## config.mk

```make
export PLATFORM = sky130hd
export DESIGN_NAME = ccx_exec
export DESIGN_NICKNAME = d
export VERILOG_FILES = /design/src/core/ccx_pkg.sv /design/src/core/ccx_exec.sv /design/src/core/ccx_preclear.sv
export VERILOG_INCLUDE_DIRS = /design/src /design/src/core
export SDC_FILE = /design/constraint.sdc
export NUM_CORES = 1
export LEC_CHECK = 0
export BUFFER_PORTS_ARGS = -buffer_cell sky130_fd_sc_hd__buf_2
export CORE_MARGIN = 10
export CORE_UTILIZATION = 50
export CTS_BUF_LIST = sky130_fd_sc_hd__clkbuf_16
export CTS_CLUSTER_DIAMETER = 30
export DETAILED_ROUTE_END_ITERATION = 6
export PLACE_DENSITY = 0.78
export RECOVER_POWER = 25
export SLEW_MARGIN = 20
export SYNTH_ARGS = -nofsm -noshare
export SYNTH_HDL_FRONTEND = slang
export SYNTH_SLANG_ARGS = --single-unit
```

## constraint.sdc

```tcl
create_clock -name core_clk -period 1.5 [get_ports core_clk]
set_input_delay 0.075 -clock core_clk [delete_from_list [all_inputs] [get_ports core_clk]]
set_output_delay 0.075 -clock core_clk [all_outputs]
set_load 0.02 [all_outputs]
```

## src/core/ccx_defs.svh

```systemverilog
// ccx_defs.svh: offsets, widths, reset values and timing counts for the call/clear/complement unit
// assumes inclusion by bare name from core/ files
`ifndef CCX_DEFS_SVH
`define CCX_DEFS_SVH

`define CCX_PC_W          12
`define CCX_ADDR_W        8
`define CCX_DATA_W        8
`define CCX_BIT_W         3
`define CCX_PC_RST        12'h000
`define CCX_ZERO_BYTE     8'h00
`define CCX_ONES_BYTE     8'hFF
`define CCX_PC_STEP       12'h001
`define CCX_CALL_CYCLES   2
`define CCX_FLAG_RST      1'b0

`endif

```

## src/core/ccx_pkg.sv

```systemverilog
// ccx_pkg.sv: types shared by the call/clear/complement execution unit
// assumes ccx_defs.svh is on the include path
`include "ccx_defs.svh"

package ccx_pkg;

  // operations this unit executes
  typedef enum logic [2:0] {
    CCX_OP_NONE       = 3'h0,
    CCX_OP_CALL       = 3'h1,
    CCX_OP_ZERO_MEM   = 3'h2,
    CCX_OP_ZERO_BIT   = 3'h3,
    CCX_OP_WDT_SINGLE = 3'h4,
    CCX_OP_WDT_FIRST  = 3'h5,
    CCX_OP_WDT_SECOND = 3'h6,
    CCX_OP_INV_MEM    = 3'h7
  } ccx_op_t;

  // execution sequencer, gray along idle -> read/call2 -> idle
  typedef enum logic [1:0] {
    CCX_ST_IDLE  = 2'b00,
    CCX_ST_EXEC2 = 2'b01
  } ccx_state_t;

  // last pre-clear seen, drives the alternation check
  typedef enum logic [1:0] {
    CCX_PRE_NONE   = 2'b00,
    CCX_PRE_FIRST  = 2'b01,
    CCX_PRE_SECOND = 2'b11
  } ccx_pre_t;

  // decoded instruction from the fetch path
  typedef struct packed {
    logic                     valid;
    ccx_op_t                  op;
    logic [`CCX_PC_W-1:0]     pc;
    logic [`CCX_PC_W-1:0]     target;
    logic [`CCX_ADDR_W-1:0]   addr;
    logic [`CCX_BIT_W-1:0]    bit_sel;
  } ccx_instr_t;

  // data memory write request
  typedef struct packed {
    logic                     we;
    logic [`CCX_ADDR_W-1:0]   addr;
    logic [`CCX_DATA_W-1:0]   data;
  } ccx_mem_wr_t;

  // stack push plus program counter load
  typedef struct packed {
    logic                     push;
    logic [`CCX_PC_W-1:0]     ret_addr;
    logic                     pc_load;
    logic [`CCX_PC_W-1:0]     pc_value;
  } ccx_flow_t;

  // watchdog side outputs
  typedef struct packed {
    logic                     counter_clear;
    logic                     watchdog_timeout_flag;
    logic                     power_down_flag;
  } ccx_wdt_t;

endpackage

```

## src/core/ccx_exec.sv

```systemverilog
// ccx_exec.sv: executes call, memory clear, bit clear, watchdog clears and complement
// assumes a decoder presents one instruction at a time and honours instr_ready;
// data memory reads return in the cycle after rd_addr is presented.
//
// Contract
// - call pushes program counter plus one
// - call loads target into program counter with the push
// - call takes two instruction cycles
// - clear memory writes 00H, flags untouched
// - bit clear zeroes selected bit only
// - single watchdog clear resets counter, both flags
// - alternating pre-clear pair clears watchdog, flags
// - repeated same pre-clear has no effect
// - complement inverts every bit of byte
// - pair flags cleared only after consecutive pair
//
// operations in brief: a call pushes the return address and loads the
// target together; a byte clear writes zero without looking at memory;
// a bit clear and a complement read the byte first and write it back.
// watchdog forms touch only the counter clear pulse and the two flags.
//
// timing: an instruction is taken on the edge where valid meets ready;
// watchdog forms answer on that same edge, call and memory ops one edge later,
// with ready low for the busy cycle in between.
// flags are levels: a set event from the timer or the halt path beats a
// clear issued in the same cycle, so a late expiry is never lost.
// limitation: rd_data has no valid qualifier, so the memory must answer
// in exactly one cycle; a slower memory would need a wait input.
//
// ports in brief: instr is one struct from the decoder; rd_addr and
// rd_data are the read side of a single-port data memory, mem_wr its
// write side; flow carries push and program counter load together; wdt
// carries the counter clear pulse and both status flags.
`timescale 1ns/1ps
`include "ccx_defs.svh"

module ccx_exec (
  input  wire logic                 core_clk,        // 125 MHz instruction clock
  input  wire logic                 reset_n,         // synchronous, active low
  input  wire ccx_pkg::ccx_instr_t  instr,           // decoded instruction
  output logic                      instr_ready,     // unit idle, can take an instruction this cycle
  output logic [`CCX_ADDR_W-1:0]    rd_addr,         // data memory read address
  input  wire logic [`CCX_DATA_W-1:0] rd_data,       // read data, one cycle later
  output ccx_pkg::ccx_mem_wr_t      mem_wr,          // data memory write
  output ccx_pkg::ccx_flow_t        flow,            // stack push and pc load
  output ccx_pkg::ccx_wdt_t         wdt,             // watchdog clear and flags
  input  wire logic                 wdt_timeout_set, // watchdog expired event
  input  wire logic                 power_down_set,  // halt entered event
  output logic                      zero_flag_we,    // zero flag update strobe
  output logic                      zero_flag_value  // new zero flag value
);

  // whole state in one struct; outputs other than rd_addr and instr_ready are
  // read straight from it, so those outputs leave a flip-flop
  typedef struct packed {
    ccx_pkg::ccx_state_t  st;       // sequencer state
    ccx_pkg::ccx_instr_t  held;     // instruction in second cycle
    ccx_pkg::ccx_mem_wr_t mem_wr;   // registered write request
    ccx_pkg::ccx_flow_t   flow;     // registered flow request
    logic                 wdt_clr;  // registered counter clear
    logic                 tmo;      // timeout flag
    logic                 pwr;      // power-down flag
    logic                 z_we;     // zero flag update
    logic                 z_val;    // zero flag value
  } ccx_state_s_t;

  ccx_state_s_t state_reg;          // registered state
  ccx_state_s_t state_next;         // next state

  logic take;                       // instruction accepted
  logic pre_first;                  // pre-clear first strobe
  logic pre_second;                 // pre-clear second strobe
  logic pre_other;                  // anything else executed
  logic pair_done;                  // pair completed

  // byte with one bit forced low, used by the bit clear path
  function automatic logic [`CCX_DATA_W-1:0] clear_bit(
    input logic [`CCX_DATA_W-1:0] value,
    input logic [`CCX_BIT_W-1:0]  sel
  );
    logic [`CCX_DATA_W-1:0] mask;
    mask = `CCX_DATA_W'(1) << sel;
    return value & ~mask;
  endfunction

  // one's complement of a byte, shared by the write data and the zero flag
  function automatic logic [`CCX_DATA_W-1:0] complement_byte(
    input logic [`CCX_DATA_W-1:0] value
  );
    return value ^ `CCX_ONES_BYTE;
  endfunction

  // call and memory instructions spend a second cycle: call for the push,
  // bit clear and complement for read-modify-write; throughput traded for a single port
  assign take        = instr.valid && (state_reg.st == ccx_pkg::CCX_ST_IDLE);
  assign instr_ready = state_reg.st == ccx_pkg::CCX_ST_IDLE;
  // address goes straight out so the byte is back for the second cycle
  assign rd_addr     = instr.addr;
  assign pre_first   = take && (instr.op == ccx_pkg::CCX_OP_WDT_FIRST);
  assign pre_second  = take && (instr.op == ccx_pkg::CCX_OP_WDT_SECOND);
  assign pre_other   = take && !pre_first && !pre_second;

  // pairing tracker for the pre-clear forms; its pair_done is combinational
  // so the clear is registered on the same edge as the completing form
  ccx_preclear u_preclear (
    .core_clk   (core_clk),
    .reset_n    (reset_n),
    .first_stb  (pre_first),
    .second_stb (pre_second),
    .other_stb  (pre_other),
    .pair_done  (pair_done)
  );

  // next-state logic: pulses default low, while the levels and the held
  // instruction keep their value unless a branch touches them
  always_comb begin
    state_next          = state_reg;
    state_next.mem_wr   = '0;
    state_next.flow     = '0;
    state_next.wdt_clr  = 1'b0;
    state_next.z_we     = 1'b0;
    // hardware sets the flags; a clear in the same cycle loses to the set
    if (wdt_timeout_set) begin
      state_next.tmo = 1'b1;
    end
    if (power_down_set) begin
      state_next.pwr = 1'b1;
    end
    case (state_reg.st)
      ccx_pkg::CCX_ST_IDLE: begin
        // idle: accept, then finish now or go busy for a second cycle
        if (take) begin
          state_next.held = instr;
          case (instr.op)
            ccx_pkg::CCX_OP_WDT_SINGLE: begin
              state_next.wdt_clr = 1'b1;
              state_next.tmo     = wdt_timeout_set;
              state_next.pwr     = power_down_set;
            end
            ccx_pkg::CCX_OP_WDT_FIRST,
            ccx_pkg::CCX_OP_WDT_SECOND: begin
              // only a completed pair touches counter or flags;
              // a lone or repeated form falls through untouched
              if (pair_done) begin
                state_next.wdt_clr = 1'b1;
                state_next.tmo     = wdt_timeout_set;
                state_next.pwr     = power_down_set;
              end
            end
            ccx_pkg::CCX_OP_NONE: begin
              // nothing to do
            end
            default: begin
              // call and memory ops need a second cycle
              state_next.st = ccx_pkg::CCX_ST_EXEC2;
            end
          endcase
        end
      end
      ccx_pkg::CCX_ST_EXEC2: begin
        // second cycle: the memory byte is valid now, finish the operation
        state_next.st = ccx_pkg::CCX_ST_IDLE;
        case (state_reg.held.op)
          ccx_pkg::CCX_OP_CALL: begin
            // return address pushed, no flag touched
            state_next.flow.push     = 1'b1;
            state_next.flow.ret_addr = state_reg.held.pc + `CCX_PC_STEP;
            state_next.flow.pc_load  = 1'b1;
            state_next.flow.pc_value = state_reg.held.target;
          end
          ccx_pkg::CCX_OP_ZERO_MEM: begin
            // whole byte written to zero, the read data is ignored
            state_next.mem_wr = '{1'b1, state_reg.held.addr, `CCX_ZERO_BYTE};
          end
          ccx_pkg::CCX_OP_ZERO_BIT: begin
            // read-modify-write keeps the other seven bits as they were
            state_next.mem_wr = '{1'b1, state_reg.held.addr,
                                  clear_bit(rd_data, state_reg.held.bit_sel)};
          end
          ccx_pkg::CCX_OP_INV_MEM: begin
            // inverted byte written back, zero flag follows the result
            state_next.mem_wr = '{1'b1, state_reg.held.addr,
                                  complement_byte(rd_data)};
            state_next.z_we   = 1'b1;
            state_next.z_val  = complement_byte(rd_data) == `CCX_ZERO_BYTE;
          end
          default: begin
            // no second-cycle work
          end
        endcase
      end
      default: begin
        state_next.st = ccx_pkg::CCX_ST_IDLE;
      end
    endcase
  end

  // register the state; reset is synchronous, so it acts only on an edge
  // and clears pulses, flags and the held instruction alike
  always_ff @(posedge core_clk) begin
    if (!reset_n) begin
      state_reg     <= '0;
      state_reg.st  <= ccx_pkg::CCX_ST_IDLE;
      state_reg.tmo <= `CCX_FLAG_RST;
      state_reg.pwr <= `CCX_FLAG_RST;
    end else begin
      state_reg <= state_next;
    end
  end

  // outputs straight from flip-flops
  assign mem_wr                    = state_reg.mem_wr;
  assign flow                      = state_reg.flow;
  // one assignment for the whole watchdog struct keeps a single driver
  assign wdt = '{counter_clear:         state_reg.wdt_clr,
                 watchdog_timeout_flag: state_reg.tmo,
                 power_down_flag:       state_reg.pwr};
  assign zero_flag_we              = state_reg.z_we;
  assign zero_flag_value           = state_reg.z_val;

endmodule

```

## src/core/ccx_preclear.sv

```systemverilog
// ccx_preclear.sv: pairing tracker for the two watchdog pre-clear instructions
// assumes one-cycle strobes from the decoder, at most one per cycle
`timescale 1ns/1ps
`include "ccx_defs.svh"

module ccx_preclear (
  input  wire logic core_clk,      // system instruction clock
  input  wire logic reset_n,       // synchronous, active low
  input  wire logic first_stb,     // pre-clear first executed
  input  wire logic second_stb,    // pre-clear second executed
  input  wire logic other_stb,     // any other instruction executed
  output logic      pair_done      // pulse: alternating pair completed
);

  // whole state in one struct
  typedef struct packed {
    ccx_pkg::ccx_pre_t last;       // last pre-clear seen
  } ccx_pc_state_t;

  ccx_pc_state_t state_reg;        // registered state
  ccx_pc_state_t state_next;       // next state

  // pair completes when the opposite form follows directly
  always_comb begin
    state_next = state_reg;
    pair_done  = 1'b0;
    if (first_stb) begin
      // a repeat of the same form has no effect and keeps waiting
      if (state_reg.last == ccx_pkg::CCX_PRE_SECOND) begin
        pair_done       = 1'b1;
        state_next.last = ccx_pkg::CCX_PRE_NONE;
      end else begin
        state_next.last = ccx_pkg::CCX_PRE_FIRST;
      end
    end else if (second_stb) begin
      if (state_reg.last == ccx_pkg::CCX_PRE_FIRST) begin
        pair_done       = 1'b1;
        state_next.last = ccx_pkg::CCX_PRE_NONE;
      end else begin
        state_next.last = ccx_pkg::CCX_PRE_SECOND;
      end
    end else if (other_stb) begin
      // consecutive means anything in between breaks the pair
      state_next.last = ccx_pkg::CCX_PRE_NONE;
    end
  end

  // register the state
  always_ff @(posedge core_clk) begin
    if (!reset_n) begin
      state_reg.last <= ccx_pkg::CCX_PRE_NONE;
    end else begin
      state_reg <= state_next;
    end
  end

endmodule

```

# [After elaboration in Yosys (flattened, before gate mapping)]
# Index checks and enable logic that the tools add are counted.
[word_totals] register_bits=89
[classes] addsub=1 eq_ne=9 shifts=1 muxes=18 n_bitwise=4 n_reduce_logical=20
[op_table] operator="one-hot mux 17 bit (3 select lines)" count=1
[op_table] operator="two-way mux 26 bit" count=1
[op_table] operator="inverter 8 bit" count=2
[op_table] operator="two-way mux 2 bit" count=7
[op_table] operator="adder 12 x 1 -> 12 bit (second input constant)" count=1
[op_table] operator="equality test 3 bit (second input constant)" count=4
[op_table] operator="AND reduction 2 bit" count=5
[op_table] operator="bitwise AND 8 bit" count=1
[op_table] operator="zero test 8 bit" count=1
[op_table] operator="<< shifter 1 x 3 -> 8 bit (first input constant)" count=1
[op_table] operator="two-way mux 1 bit" count=7
[op_table] operator="equality test 3 x 2 -> 1 bit (second input constant)" count=2
[op_table] operator="one-hot mux 3 bit (2 select lines)" count=1
[op_table] operator="AND reduction 3 bit" count=2
[op_table] operator="logical AND 1 bit" count=5
[op_table] operator="OR reduction 4 bit" count=1
[op_table] operator="equality test 3 x 1 -> 1 bit (second input constant)" count=1
[op_table] operator="zero test 3 bit" count=1
[op_table] operator="two-way mux 3 bit" count=1
[op_table] operator="nonzero test 3 bit" count=1
[op_table] operator="equality test 2 x 1 -> 1 bit (second input constant)" count=1
[op_table] operator="equality test 2 bit (second input constant)" count=1
[op_table] operator="zero test 1 bit" count=2
[op_table] operator="zero test 2 bit" count=1
[op_table] operator="2 further kinds" count=2

# [Longest topological paths before layout]
[depth] word_depth=9 ltp_mapped=5 depth_no_buf=5

# [By module]
# A second synthesis with hierarchy kept.
[unflattened] cells_unflattened=414 area_unflattened_um2=3663.5
[by_module_without_submodules] module="ccx_exec" instances=1 cells_per_inst=399 area_per_inst_um2=3542.1 seq_area_each_um2=1721.7
[by_module_without_submodules] module="ccx_preclear" instances=1 cells_per_inst=15 area_per_inst_um2=121.4 seq_area_each_um2=40.0

# [Worst setup path after synthesis]
# No wires, ideal clock.
[synth_path] path_kind="register -> register" from="register state_reg[73] in the netlist's numbering" to="register state_reg (netlist bit flow[24])" arrival_ns=1.145 t_required_ns=1.430 path_slack_ns=0.285 path_stages_with_launch=5 n_path_buf=0 cell_sequence="dfxtp_1 -> and4_4 -> nand2_2 -> or3_1 -> a21oi_1"
[synth_via] elab_chain_cells=1
[synth_rtl] element="start: declaration" line_no="ccx_exec.sv:67" source="ccx_state_s_t state_reg;"
[synth_rtl] element="start signal: assignment" line_no="ccx_exec.sv:207" source="state_reg <= state_next;"
[synth_rtl] element="adder 12 x 1 -> 12 bit (no source line)"
# Every way passes these cells.
# A chain may end at the register's enable or synchronous reset.

# [Worst setup path in the final report]
[layout_path] from="register state_reg[87] in the netlist's numbering" to="register state_reg (netlist bit flow[24])"
[layout_via] elab_chain_cells=1
[layout_rtl] element="AND reduction 3 bit (no source line)"
# Every way passes these cells.

==> metrics.md <==
| Metric | Value |
|---|---|
| Initial Util | 52.15% |
| Worst Reg-to-Reg Cells | 4 |
| CTS Buf Count | 9 |
| Period minus WS final | 1.373 ns |
| Clock transition at the registers of the reported paths | 0.06 ns |
| Syn_area_per_cell | 8.801 um^2 |
| Initial antenna violation count | 1 |
| FF+latch area | 0.001762 mm^2 |
| Clock sink count | a little under 90 |
| Area of the multi-input gates | between 0.001 and 0.0015 mm^2 |
| Pleak | ~1.8 nW |
| Place WS | about 0.14 ns |
| Fin crit share | a little over 90% |
| Fillers | between 600 and 700 |
| Most used flip-flop cell after synthesis | dfxtp_1 |
| Critical R2R Launch | state_reg[87] |
| Met3 Usage GRT | 4.238% |
| Syn nets | approximately 460 |
| Worst Setup End Kind | flop |
| CP startpoint | state_reg[87] |
| GRT Total Usage | 14.46% |
| Routability Congestion | between 0.8 and 0.9 |
| Syn Std Cell Area | 0.003582 mm^2 |
| CP delay by family, top | simple AND/OR/NAND/NOR gates |
| Reg2reg end | flow[24] |
| Die area | between 0.01 and 0.015 mm^2 |
| Largest net degree at the start of global routing | 36 |
| First-pass GRT wire length | about 13000 um |
| Critical path depth | 4 |
| Crit-path max cell delay | 0.48 ns |
| Status | completed |
| Crit-path slowest cell | or3_1 |
| Fin Setup TNS | 0 ns |
| Die Wd | roughly 100 um |
| Startpoint Class | flop |
| Met1 usage | 16.26% |
| DR WL/cell | ~14 um |
| Gate Count Post-Synth | between 400 and 500 |
| CP endpoint | flow[24] |
| Max Clk Rate | 0.7284 GHz |
| Asr flop ratio synth | 0% |
| Port Buffers | 107 |
| CTS tree | built |
| Worst Path Buf+Inv | 1 |
| Hold WC Path Type | primary input to flop |
| Drt first pass iters | 4 |
| Vias after detailed routing | 2720 |
| Final WL | roughly 8000 um |
| Library cells used by synthesis | 34 |
| DR DRC count | 0 |
| Number of H-tree levels | 3 |
| Layout area overhead | 18.55% |
| Crit-path max FO | 7 |
| Post-DP HPWL | 5842 um |
| FF+latch count, synth | between 80 and 90 |
| Setup repair bufs after CTS | 0 |
| Share of layout cells above drive strength 1 | 21.37% |
| Worst-skew pair later-pin latency | 0.32 ns |
| Final Max Tran Viols | 0 |
| Ordered list of cells on the worst path | nand2_1 -> or3_1 -> buf_4 -> a21oi_1 |
| Setup slack, reg-to-reg | between 0.1 and 0.15 ns |
| Finish-stage setup viols | 0 |
| Synth warn | 0 |
| DIE HEIGHT | 104.6 um |
| Io pins | roughly 110 |
| Unrepaired setup endpoints after global routing | false |
| Pwr/cell area | about 1200 mW/mm^2 |
| Gr busiest metal | met2 |
| Critical setup path kind | flop to flop |
| Final design utilization | 61.82% |
| CTS Root Cell | clkbuf_16 |
| CP Data Arrival Time | 1.63 ns |
| Met2 GRT Util | 24.31% |
| Core area | 0.006869 mm^2 |
| Iteration-0 DRC Markers | 109 |
| Clock Skew | 0.004560 ns |
| Max reg flops | 39 |
| Slew headroom | 68.43% |
| Clock Tree Buf Depth | 2 |
| Final Net Count | 529 |
| Worst slew pin tran | 0.4718 ns |
| Post-synth EDFFs | 0 |
| Vias per Instance | 4.698 |
| Max-Cap Viols | 0 |
| Rows | 30 |
| Post-DP Area | 0.003851 mm^2 |
| Vias in the first global route | 2709 |
| Sequential share of the synthesized area | around half |
| GR Overflow Total | 0 |
| ANT nets after route | 0 |
| Peak supply drop | 646.4 uV |
| Fin area | 0.004247 mm^2 |
| Final Hold Fails | 0 |
| CP required | roughly 1.8 ns |
| Final WS setup | 0.1271 ns |
[worst min path at each step]
stage / from / end / slack, ns / depth (start not counted)
final: instr[0] / state_reg[48] / 0.007 / 3
after global placement: instr[33] / state_reg[81] / 0.33 / 3
after detailed placement: instr[22] / state_reg[70] / 0.33 / 3
after global routing: instr[4] / state_reg[52] / 0.008 / 3
after floorplan: reset_n / zero_flag_we / 0.22 / 2
after CTS: instr[16] / state_reg[64] / 0.0004 / 3
[tightest hold or removal path: cells and delay by family]
kind,cells,cell delay (ns)
AO/OA/AOI/OAI,1,0.07
AND/OR/NAND/NOR,1,0.04
buffers and inverters,1,0.09
[where the power goes]
part           internal, W  switching, W  total, W
clock network      0.00127      0.000851   0.00213
logic             0.000186      0.000203  0.000390
registers          0.00241     0.0000551   0.00246
[area by class of cell]
cell class,instances,share of cell area (%)
repair buffers,133,17.32
inverters,5,0.4420
clock inverters,7,1.473
multi-input cells,240,31.08
diodes,1,0.05893
flip-flops and latches,88,41.49
well taps,96,2.829
clock buffers,9,5.303
[kinds of logic (layout without fill, tap and decap cells)]
logic type | count (synthesis) | in the layout | share of synthesized area [%]
AO/OA/AOI/OAI | 60 | 60 | 11.84
XOR/XNOR | 11 | 11 | 2.690
buffers and inverters | 79 | 154 | 14.18
AND/OR/NAND/NOR | 168 | 168 | 21.76
other | 0 | 1 | 0
flip-flops | 88 | 88 | 49.18
adder cells (fa/ha/maj) | 1 | 1 | 0.3492
[stage by stage]
step | std cells | hold slack, ns | total power, W
2_1_floorplan | 407 | 0.2181 | 0.002733
3_3_place_gp | 547 | 0.3258 | 0.002863
3_5_place_dp | 547 | 0.3329 | 0.002877
4_1_cts | 577 | 0.0004217 | 0.005023
5_1_grt | 579 | 0.008170 | 0.005196
6_report | 579 | 0.007072 | 0.004980
[cells in the final DEF, fill, tap and decap left out, types with 3 or more instances in the layout]
master and n:
a21oi_1 4, nand3b_1 3, xnor2_1 3, nand2_1 82
nand3_1 7, or3_1 3, nor2_1 33, inv_1 4
dlygate4sd3_1 15, buf_4 10, xor2_1 8, dfxtp_1 88
buf_2 71, nand4_1 5, o21ai_0 5, clkbuf_1 36
a21boi_0 39, nand2b_1 3, a31oi_1 8, clkbuf_16 9
and2_1 21
[synthesized netlist by cell type (all sizes together), types with 7 or more instances]
master / count / area [um^2]
dfxtp: 88 / 1762
nand2: 83 / 314.1
buf: 61 / 440.4
a21boi: 40 / 300.3
nor2: 33 / 123.9
and2: 21 / 131.4
clkbuf: 13 / 48.80
a31oi: 8 / 50.05
xor2: 8 / 70.07
nand3: 7 / 35.03
[timing repair]
action                                 4_1_cts  5_1_grt
setup endpoints to repair                    0        4
hold buffers                                14        1
gates resized for setup                      0        1
endpoints found under the hold margin       14        1
[metal layers]
layer,vias to the layer above,wire length (um)
li1,1407,-
met1,1221,3425
met2,75,3884
met3,17,459
met4,0,210
met5,-,0
No activity file was read; power rests on OpenSTA's default activity.
